$ cat src/hdl/ehf_pkg.sv
// ehf_pkg: constants for the endpoint handshake flag block
// assumes a 32-bit classic wishbone slave, word-aligned registers
package ehf_pkg;
   // register byte offsets
   localparam logic [7:0] ADDR_STATUS = 8'h00;  // endpoint_handshake_status
   localparam logic [7:0] ADDR_CTRL = 8'h04;    // endpoint type: control and iso bits
   localparam logic [7:0] ADDR_EVENT = 8'h08;   // latched last usb engine events, read only
   // status field positions
   localparam int BIT_CWR_ACCEPT = 7;
   localparam int BIT_DATA_END = 6;
   localparam int BIT_TX_READY = 4;
   localparam int BIT_STALL_SENT = 3;
   localparam int BIT_SETUP_RCVD = 2;
   localparam int BIT_OUT_STORED = 1;
   localparam int BIT_TX_DONE = 0;
   // ctrl field positions
   localparam int CTRL_IS_CONTROL = 0;
   localparam int CTRL_IS_ISO = 1;
   localparam logic [7:0] STATUS_RESET = 8'h00;
   localparam logic [1:0] CTRL_RESET = 2'h0;
   // handshake codes toward the link
   typedef enum logic [1:0] {EHF_HS_NONE, EHF_HS_ACK, EHF_HS_NAK, EHF_HS_STALL} ehf_hs_t;
endpackage

$ cat src/hdl/ehf_pulse_reg.sv
// ehf_pulse_reg: one registered pulse output with synchronous clear
// assumes one clock domain, sync active-high reset
`timescale 1ns/100ps
`default_nettype none
module ehf_pulse_reg (
   input wire logic clk_i,
   input wire logic rst_i,
   input wire logic set_i,
   output logic q_o
);
   logic q_nxt;
   // next value is simply the request
   always_comb begin
      q_nxt = set_i;
   end
   // register stage
   always_ff @(posedge clk_i) begin
      if (rst_i) begin
         q_o <= 1'b0;
      end else begin
         q_o <= q_nxt;
      end
   end
endmodule
`default_nettype wire

$ cat src/hdl/ehf_top.sv
// ehf_top: per-endpoint handshake flags with wishbone register access
// assumes the usb engine sends same-clock one-cycle event pulses
// Behaviour
// RL1 - clear tx-ready when host acknowledges the transmitted packet
// RL2 - on iso endpoint clear tx-ready once data sent, no ack
// RL3 - firmware fills fifo only while tx-ready clear, then sets it
// RL4 - a zero byte loaded packet is sent as valid empty data
// RL5 - on control endpoint firmware writes fifo only when requested
// RL6 - hardware clearing tx-ready raises interrupt when enabled
// RL7 - status phase IN with DATA1 when tx-ready 0 and data-end 1
// RL8 - set stall-sent flag after a STALL handshake goes out
// RL9 - set setup-received flag when valid setup stored on control endpoint
// RL10 - setting setup-received clears every other status bit
// RL11 - setup-received raises interrupt when enabled
// RL12 - firmware clears setup-received after reading setup data
// RL13 - set out-stored flag after OUT data stored in fifo
// RL14 - while out-stored set, NAK every OUT token
// RL15 - control endpoint accepts OUT data only with control-write-accept set
// RL16 - never overwrite unread fifo data except by early setup
// RL17 - setting out-stored raises interrupt when enabled
// RL18 - firmware clears out-stored after reading fifo
// RL19 - control status-phase OUT DATA1 also uses out-stored flag
// RL20 - data-end with tx-ready enters status phase after packet sent
// RL21 - each interrupt gated by its outside enable; flags reset zero
`timescale 1ns/100ps
`default_nettype none
module ehf_top (
   input wire logic clk_i,
   input wire logic rst_i,
   // classic wishbone slave
   input wire logic cyc_i,
   input wire logic stb_i,
   input wire logic we_i,
   input wire logic [7:0] adr_i,
   input wire logic [3:0] sel_i,
   input wire logic [31:0] dat_i,
   output logic [31:0] dat_o,
   output logic ack_o,
   // usb engine events, one-cycle pulses
   input wire logic in_token_i,
   input wire logic in_sent_i,
   input wire logic host_ack_i,
   input wire logic stall_sent_i,
   input wire logic setup_stored_i,
   input wire logic out_token_i,
   input wire logic out_stored_i,
   // interrupt enables held elsewhere
   input wire logic ie_tx_i,
   input wire logic ie_setup_i,
   input wire logic ie_out_i,
   // answers to the usb engine
   output logic [1:0] in_hs_o,
   output logic in_send_data_o,
   output logic in_data1_o,
   output logic [1:0] out_hs_o,
   output logic out_accept_o,
   output logic status_phase_o,
   output logic irq_tx_o,
   output logic irq_setup_o,
   output logic irq_out_o
);
   logic [7:0] status_r, status_nxt;
   logic [1:0] ctrl_r, ctrl_nxt;
   logic [31:0] dat_r, dat_nxt;
   logic ack_r, ack_nxt;
   logic [1:0] in_hs_r, in_hs_nxt, out_hs_r, out_hs_nxt;
   logic in_send_r, in_send_nxt, in_d1_r, in_d1_nxt;
   logic out_acc_r, out_acc_nxt, stat_ph_r, stat_ph_nxt;
   logic [3:0] last_ev_r, last_ev_nxt;
   logic wr, wr_lane0, is_ctl, is_iso;
   logic tx_clr_hw, setup_set, out_set, tx_irq_req, setup_irq_req, out_irq_req;

   assign is_ctl = ctrl_r[ehf_pkg::CTRL_IS_CONTROL];
   assign is_iso = ctrl_r[ehf_pkg::CTRL_IS_ISO];
   assign wr = cyc_i && stb_i && we_i && ack_r;  // lands on the edge where the master sees ack
   assign wr_lane0 = wr && sel_i[0];

   // flag events; setup only counts on control endpoints
   always_comb begin
      setup_set = setup_stored_i && is_ctl;  // see RL9
      // iso drops the flag on send, others wait for the host ack
      tx_clr_hw = status_r[ehf_pkg::BIT_TX_READY] &&
         (is_iso ? in_sent_i : host_ack_i);  // see RL1 see RL2
      // out data is only stored when the fifo holds nothing unread
      out_set = out_stored_i && !status_r[ehf_pkg::BIT_OUT_STORED] &&
         (!is_ctl || status_r[ehf_pkg::BIT_CWR_ACCEPT]);  // see RL13 see RL15 see RL16 see RL19
      tx_irq_req = tx_clr_hw && ie_tx_i;  // see RL6 see RL21
      setup_irq_req = setup_set && ie_setup_i;  // see RL11 see RL21
      out_irq_req = out_set && ie_out_i;  // see RL17 see RL21
   end

   // status register: firmware writes, hardware events win over them, early setup wins over all
   always_comb begin
      status_nxt = status_r;
      ctrl_nxt = ctrl_r;
      if (wr_lane0 && adr_i == ehf_pkg::ADDR_STATUS) begin
         // firmware may set tx-ready and control bits, and clear rx flags
         status_nxt = dat_i[7:0];  // see RL3 see RL12 see RL18
      end
      if (wr_lane0 && adr_i == ehf_pkg::ADDR_CTRL) begin
         ctrl_nxt = dat_i[1:0];
      end
      if (tx_clr_hw) begin
         status_nxt[ehf_pkg::BIT_TX_READY] = 1'b0;  // see RL1
      end
      if (stall_sent_i) begin
         status_nxt[ehf_pkg::BIT_STALL_SENT] = 1'b1;  // see RL8
      end
      if (out_set) begin
         status_nxt[ehf_pkg::BIT_OUT_STORED] = 1'b1;  // see RL13
      end
      // early setup overrides everything, including unread out data
      if (setup_set) begin
         status_nxt = ehf_pkg::STATUS_RESET;  // see RL10 see RL16
         status_nxt[ehf_pkg::BIT_SETUP_RCVD] = 1'b1;  // see RL9
      end
   end

   // token answers toward the serial engine
   always_comb begin
      in_hs_nxt = ehf_pkg::EHF_HS_NONE;
      in_send_nxt = 1'b0;
      in_d1_nxt = 1'b0;
      out_hs_nxt = ehf_pkg::EHF_HS_NONE;
      out_acc_nxt = 1'b0;
      stat_ph_nxt = is_ctl && status_r[ehf_pkg::BIT_DATA_END] &&
         !status_r[ehf_pkg::BIT_TX_READY];  // see RL20
      if (in_token_i) begin
         if (status_r[ehf_pkg::BIT_TX_READY]) begin
            in_send_nxt = 1'b1;  // length may be zero, still valid data, see RL4
         end else if (is_ctl && status_r[ehf_pkg::BIT_DATA_END]) begin
            in_send_nxt = 1'b1;  // empty DATA1 status packet, see RL7
            in_d1_nxt = 1'b1;
         end else begin
            in_hs_nxt = ehf_pkg::EHF_HS_NAK;
         end
      end
      if (out_token_i) begin
         if (status_r[ehf_pkg::BIT_OUT_STORED] ||
            (is_ctl && !status_r[ehf_pkg::BIT_CWR_ACCEPT])) begin
            out_hs_nxt = ehf_pkg::EHF_HS_NAK;  // see RL14 see RL15
         end else begin
            out_hs_nxt = ehf_pkg::EHF_HS_ACK;
            out_acc_nxt = 1'b1;
         end
      end
      last_ev_nxt = last_ev_r;
      if (host_ack_i || in_sent_i || stall_sent_i || out_token_i) begin
         last_ev_nxt = {host_ack_i, in_sent_i, stall_sent_i, out_token_i};
      end
   end

   // bus slave: one wait state, unmapped reads give zero
   always_comb begin
      ack_nxt = cyc_i && stb_i && !ack_r;
      dat_nxt = 32'h0000_0000;
      if (cyc_i && stb_i && !we_i && !ack_r) begin
         case (adr_i)
            ehf_pkg::ADDR_STATUS: dat_nxt = {24'h00_0000, status_r};
            ehf_pkg::ADDR_CTRL: dat_nxt = {30'h0000_0000, ctrl_r};
            ehf_pkg::ADDR_EVENT: dat_nxt = {28'h000_0000, last_ev_r};
            default: dat_nxt = 32'h0000_0000;
         endcase
      end
   end

   // status and control group registers
   always_ff @(posedge clk_i) begin
      if (rst_i) begin
         status_r <= ehf_pkg::STATUS_RESET;  // see RL21
         ctrl_r <= ehf_pkg::CTRL_RESET;
      end else begin
         status_r <= status_nxt;
         ctrl_r <= ctrl_nxt;
      end
   end

   // bus answer group registers
   always_ff @(posedge clk_i) begin
      if (rst_i) begin
         dat_r <= 32'h0000_0000;
         ack_r <= 1'b0;
      end else begin
         dat_r <= dat_nxt;
         ack_r <= ack_nxt;
      end
   end

   // token answer group registers, with the last-event record
   always_ff @(posedge clk_i) begin
      if (rst_i) begin
         in_hs_r <= ehf_pkg::EHF_HS_NONE;
         out_hs_r <= ehf_pkg::EHF_HS_NONE;
         in_send_r <= 1'b0;
         in_d1_r <= 1'b0;
         out_acc_r <= 1'b0;
         stat_ph_r <= 1'b0;
         last_ev_r <= 4'h0;
      end else begin
         in_hs_r <= in_hs_nxt;
         out_hs_r <= out_hs_nxt;
         in_send_r <= in_send_nxt;
         in_d1_r <= in_d1_nxt;
         out_acc_r <= out_acc_nxt;
         stat_ph_r <= stat_ph_nxt;
         last_ev_r <= last_ev_nxt;
      end
   end

   // interrupt pulses come out of a register each
   ehf_pulse_reg u_irq_tx (.clk_i(clk_i), .rst_i(rst_i), .set_i(tx_irq_req), .q_o(irq_tx_o));
   ehf_pulse_reg u_irq_setup (.clk_i(clk_i), .rst_i(rst_i), .set_i(setup_irq_req),
      .q_o(irq_setup_o));
   ehf_pulse_reg u_irq_out (.clk_i(clk_i), .rst_i(rst_i), .set_i(out_irq_req), .q_o(irq_out_o));

   assign dat_o = dat_r;
   assign ack_o = ack_r;
   assign in_hs_o = in_hs_r;
   assign in_send_data_o = in_send_r;
   assign in_data1_o = in_d1_r;
   assign out_hs_o = out_hs_r;
   assign out_accept_o = out_acc_r;
   assign status_phase_o = stat_ph_r;
endmodule
`default_nettype wire

$ cat config.mk
export PLATFORM = sky130hd
export DESIGN_NAME = ehf_top
export DESIGN_NICKNAME = d
export VERILOG_FILES = /design/src/hdl/ehf_pkg.sv /design/src/hdl/ehf_pulse_reg.sv /design/src/hdl/ehf_top.sv
export SDC_FILE = /design/constraint.sdc
export NUM_CORES = 1
export LEC_CHECK = 0
export BUFFER_PORTS_ARGS = -buffer_cell sky130_fd_sc_hd__buf_2
export CAP_MARGIN = 10
export CORE_MARGIN = 1
export CORE_UTILIZATION = 43
export DETAILED_ROUTE_END_ITERATION = 8
export HOLD_SLACK_MARGIN = 0.05
export PLACE_DENSITY = 0.84
export SLEW_MARGIN = 10
export SYNTH_ARGS = -nofsm -noshare
export SYNTH_HDL_FRONTEND = slang
export SYNTH_HIERARCHICAL = 1
export SYNTH_SLANG_ARGS = --single-unit
$ cat constraint.sdc
create_clock -name clk_i -period 4.2 [get_ports clk_i]
set_clock_uncertainty 0.15 [all_clocks]
set_input_delay 0.84 -clock clk_i [delete_from_list [all_inputs] [get_ports clk_i]]
set_output_delay 0.84 -clock clk_i [all_outputs]
set_load 0.05 [all_outputs]
==> impl_metrics.toml, run 1 <==
[status]
status = "complete, no violations"

[final_layout]
nets = 259
fin_cells = 245
n_antenna_cell = 0
stdcell_area_um2 = 1680
synthToLayoutAreaGrowth_pct = 17.6
drive_gt1_share_pct = 33.8
fin_util_pct = 54.1

[floorplanning]
die_area_um2 = 3550
ioPinCount = 103
design.core.area_um2 = 3100
fp.dieW_um = 59.6
std_cell_rows = 20
start_util_pct = 46.0
chipHeight_um = 59.6

[cts]
cts_num_sinks = 32
cts.clk_slew.worst_paths_ps = 100
clock_insertion_delay_worst_skew_ps = 330
clockRootBuffer = "clkbuf_4"
h-tree-depth = 2
cts_resized = 0
numCtsBuffers = 5
postCtsHoldBufs = 0
cts_tree = "yes"
cts_setup_buffers = 0
clock_path_buffers = 2

[synth]
ys_async_sr_fraction_pct = 0
ys_ff_latch = 32
synth_top_area_share_pct = 44.9
synth_most_common_cell = "dfxtp_1"
ys_types = 31
syn_inst = 148
yosysTopAreaCell = "dfxtp_1"
avgSynthCellArea_um2 = 9.65
ys.flop_type = "dfxtp_1"
synth_edf_count = 0
synth_warnings = 6
syn_area_um2 = 1430
ys_seq_area_share_pct = 44.9
yosys-top-cells-count = "dfxtp_1, buf_4, nor2_1, mux2i_1, a21oi_1"
synth.area.top_cells = "dfxtp_1, buf_4, mux2i_1"

[critical_path]
rr_startpoint = "ack_o$_SDFF_PP0_"
r2r_end = "dat_o[3]$_SDFF_PP0_"
worst_ep_arrival_time_ps = 2380
crit_type = "in2reg"
cp.required_ps = 4330
cp_max_fo = 4
crit_path_end_kind = "flip-flop"
startpoint_type = "input port"
r2r_slack_ps = 2660
reg2reg_depth = 4

[place]
place_inst = 237
post_dp_cell_area_um2 = 1620
gp_congestion = 0.799
portBuffers = 50
hpwlAfterDp_mm = 1.99

[grt]
grt_max_degree = 17
antenna_found_initial = 0
grt_pass1_vias = 935
grt_pass1_wl_mm = 4.02
overflow = 0
track_usage_pct = 15.7

[sta]
max_freq_mhz = 445
slew_viol_final = 0
tightest_slew_ps = 534
rsz0062_at_grt = "no"
setup_viol = 0
whs_ps = 315
min_period_ps = 2250
hold_viol = 0
slew_headroom_pct = 64.1
fin_tns_setup_ps = 0
timing.final.crit_share_pct = 53.5

[detailed_routing]
wl_per_cell_um = 10.5
num_vias = 1098
drt_wl_total_mm = 2.58
drc = 0
via_per_inst = 4.48
drtPass1Iterations = 4
ant_nets = 0
drtIter0Drc = 26

[pwr]
peakVddDrop_v = 0.000183
power_density_nw_per_um2 = 357
p_leak_nw = 0.778

[hold_path]
hold_start = "status_r[5]$_SDFFE_PP0P_"
hold_path_end = "dat_o[5]$_SDFF_PP0_"
hold_path.class = "reg2reg"
whs_path_depth = 1

[run]
drv_cap = 0
## routing by layer
layer / up-vias / wire [um] / global-route usage [%]
li1: 557 / - / -
met1: 483 / 1170 / 18.0
met2: 55 / 1170 / 25.5
met3: 3 / 219 / 6.99
met4: 0 / 29 / 5.98
met5: - / 0 / 0
## placed cells by master, fill, tap and decap left out, types with 4 or more instances in the layout
| master | instances |
|---|---|
| a211oi_1 | 5 |
| a21oi_1 | 8 |
| and2_1 | 5 |
| buf_2 | 50 |
| clkbuf_4 | 5 |
| conb_1 | 25 |
| dfxtp_1 | 32 |
| inv_1 | 4 |
| mux2i_1 | 11 |
| nor2_1 | 18 |
## metrics by stage
step                      setup WS [ps]  power [mW]
after global placement             1600       0.420
after floorplan                    1760       0.415
after global routing               1880       0.631
after CTS                          1940       0.606
after detailed placement           1590       0.422
final                              1950       0.599
## area by class of cell
| type | instances | area (um2) |
|---|---|---|
| sequential | 32 | 641 |
| clock inverter | 1 | 7.51 |
| tap | 44 | 55.1 |
| inverter | 4 | 15.0 |
| multi-input combinational | 106 | 648 |
| timing repair buffer | 51 | 258 |
| fill | 316 | 1420 |
| clock buffer | 7 | 55.1 |
## sequential cells by signal (all words and copies together), names as in the netlist, 2 cells and up
name	count
dat_o	8
out_hs_o	2
status_r	8
ctrl_r	2
last_ev_r	4
## critical path: stages
cell    delay, ps
buf_2         100
or4_4         560
or4_4         540
or2_1         240
nor2_1        100
## worst max path at each step
stage               startpoint                        to  depth (start not counted)
floorplan             adr_i[1]  status_r[4]$_SDFFE_PP0P_                          5
global placement      adr_i[1]       dat_o[3]$_SDFF_PP0_                          5
detailed placement    adr_i[1]       dat_o[3]$_SDFF_PP0_                          5
CTS                   adr_i[1]       dat_o[3]$_SDFF_PP0_                          5
global route          adr_i[1]  status_r[4]$_SDFFE_PP0P_                          6
finish                adr_i[1]       dat_o[3]$_SDFF_PP0_                          5
## power breakdown
part	switching (mW)	total [mW]	internal, mW	leakage, nW
clock network	0.102	0.184	0.0819	0.0315
logic	0.0805	0.102	0.0220	0.486
registers	0.00293	0.312	0.309	0.260
## cell families after synthesis
family / count (synthesis) / synth area share (%)
flip-flops: 32 / 44.9
other: 1 / 0.263
buffers and inverters: 34 / 16.0
AO/OA/AOI/OAI: 18 / 8.06
multiplexers: 11 / 7.71
AND/OR/NAND/NOR: 52 / 23.1
Note: power is estimated with default switching activity, not from simulation.
==> run 2, diff against run 1 <==
CORE_UTILIZATION = 36   (was 43)
PLACE_DENSITY = 0.75   (was 0.84)
clock period = 1.86 ns   (was 4.2 ns; I/O delays follow)
==> run 2 against run 1 <==
  * Setup slack lost 1900 ps
  * Routed wire length rose by 6.5%
  * Sequential share of layout area shrank 2.4 points
  * Hold slack worse by 150 ps
  * Highest routed layer unchanged
  * Flip-flop and latch count did not move
  * Critical path depth is the same
  * Total power rose to 2.8 times the previous value
  * Die area rose by 19%
  * Design area up 6.7%
  * Largest cell class unchanged
  * Non-clock buffer count up 5
  * First-iteration DRC count up 31%
  * Core utilization fell by 6.3 points
==> impl_metrics.toml, run 2 (synthesis results as in run 1) <==
[status]
status = "complete, no violations"

[detailed_routing]
drtIter0Drc = 34
wl_per_cell_um = 10.8
drc = 0
ant_nets = 0
via_per_inst = 4.37
drt_wl_total_mm = 2.75
drtPass1Iterations = 6
num_vias = 1111

[sta]
fin_ws_ps = 20.3
max_freq_mhz = 544
fin_tns_setup_ps = 0
rsz0062_at_grt = "yes"
whs_ps = 169
min_period_ps = 1840
hold_viol = 0
setup_viol = 0
slew_viol_final = 0
timing.final.crit_share_pct = 98.9

[final_layout]
nets = 264
layout_common_cells = "buf_2, dfxtp_1, conb_1"
drive_gt1_share_pct = 35.9
final_common_cell = "buf_2"
fillers = 394
n_antenna_cell = 0
stdcell_area_um2 = 1790
synthToLayoutAreaGrowth_pct = 25.5

[floorplanning]
fp.dieW_um = 65.0
ioPinCount = 103
std_cell_rows = 22
chipHeight_um = 65.0
die_area_um2 = 4220
start_util_pct = 38.1
design.core.area_um2 = 3740

[critical_path]
crit_path_end_kind = "flip-flop"
r2r_slack_ps = 320
crit_slowest_cell = "or4_4"
crit_chain = "buf_6 -> or4_4 -> or4_4 -> or2_1 -> nor2_1"
worst_ep_arrival_time_ps = 1910
crit_type = "in2reg"
cpMostUsedCell = "or4_4"
cp.required_ps = 1930
cp_max_fo = 4
startpoint_type = "input port"
worst_path_largest_cell_delay_ps = 560

[pwr]
p_leak_nw = 0.839
power_density_nw_per_um2 = 927
p_sw_mw = 0.435
p_comb_share_pct = 14.3
swShare_pct = 26.2
intPower_mw = 1.23
peakVddDrop_v = 0.000609
power_mw = 1.66
power_frac_clock_pct = 43.2
power_frac_seq_pct = 42.5

[place]
hpwlAfterDp_mm = 2.12
post_dp_cell_area_um2 = 1660
pre_cts_ws_ps = -282
portBuffers = 50
gp_congestion = 0.727

[grt]
antenna_found_initial = 0
grt_pass1_vias = 949
overflow = 0
track_usage_pct = 13.8
grt_max_degree = 16
grt_pass1_wl_mm = 4.24

[cts]
cts.clk_slew.worst_paths_ps = 60
cts_num_sinks = 32
numCtsBuffers = 5
cts_tree = "yes"
clock_insertion_delay_worst_skew_ps = 280
clock_path_buffers = 2
postCtsHoldBufs = 0
clockRootBuffer = "clkbuf_8"
h-tree-depth = 2

[run]
drv_cap = 0

[hold_path]
hold_path.class = "in2reg"
run 2: cell types whose count changed in the layout (fill, tap and decap cells not counted), sizes merged:
cell      previous run  this run
bufinv               0         1
clkinvlp             1         0
buf                 51        56
run 2: final timing paths:
path,start,end,depth (start not counted)
setup / recovery,adr_i[1],dat_o[2]$_SDFF_PP0_,5
hold / removal,in_token_i,in_data1_o$_SDFF_PP0_,2
setup reg to reg,ack_o$_SDFF_PP0_,status_r[4]$_SDFFE_PP0P_,5
hold reg to reg,status_r[5]$_SDFFE_PP0P_,dat_o[5]$_SDFF_PP0_,1
run 2: what timing repair did:
item | 4_1_cts | 5_1_grt
resized for setup | 0 | 1
setup buffers | 0 | 0
endpoints found under the setup margin | 0 | 5
run 2: area by class of cell:
type                    instances  area [um2]  area share, %
clock buffers                   7        96.3           5.38
repair buffers                 56         302           16.8
inverters                       4        15.0          0.838
multi-input cells             106         648           36.2
flip-flops and latches         32         641           35.8
clock inverters                 1        30.0           1.68
well taps                      48        60.1           3.35
run 2: metrics by stage:
step                std cells  utilization, %
finish                    254            47.9
global route              254            47.9
CTS                       254            47.7
detailed placement        246            44.3
global placement          246            44.3
floorplan                 172               -
run 2: worst max-delay path, delay by kind of cell:
kind                   cells  cell delay (ps)
AND/OR/NAND/NOR            4             1440
buffers and inverters      1               90
run 2: routing by layer:
metal	GRT usage [%]	up-vias	part of all wire [%]
li1	-	568	-
met1	17.0	490	45
met2	20.7	47	45
met3	5.81	6	8.5
met4	5.83	0	1.3
met5	0	-	0
run 2: power groups by stage:
| stage | Combinational [mW] | Clock [mW] | Sequential [mW] |
|---|---|---|---|
| 3_5_place_dp | 0.237 | 0 | 0.721 |
| 6_report | 0.238 | 0.717 | 0.705 |
| 3_3_place_gp | 0.235 | 0 | 0.720 |
| 4_1_cts | 0.237 | 0.739 | 0.705 |
| 2_1_floorplan | 0.201 | 0 | 0.737 |
| 5_1_grt | 0.254 | 0.775 | 0.706 |
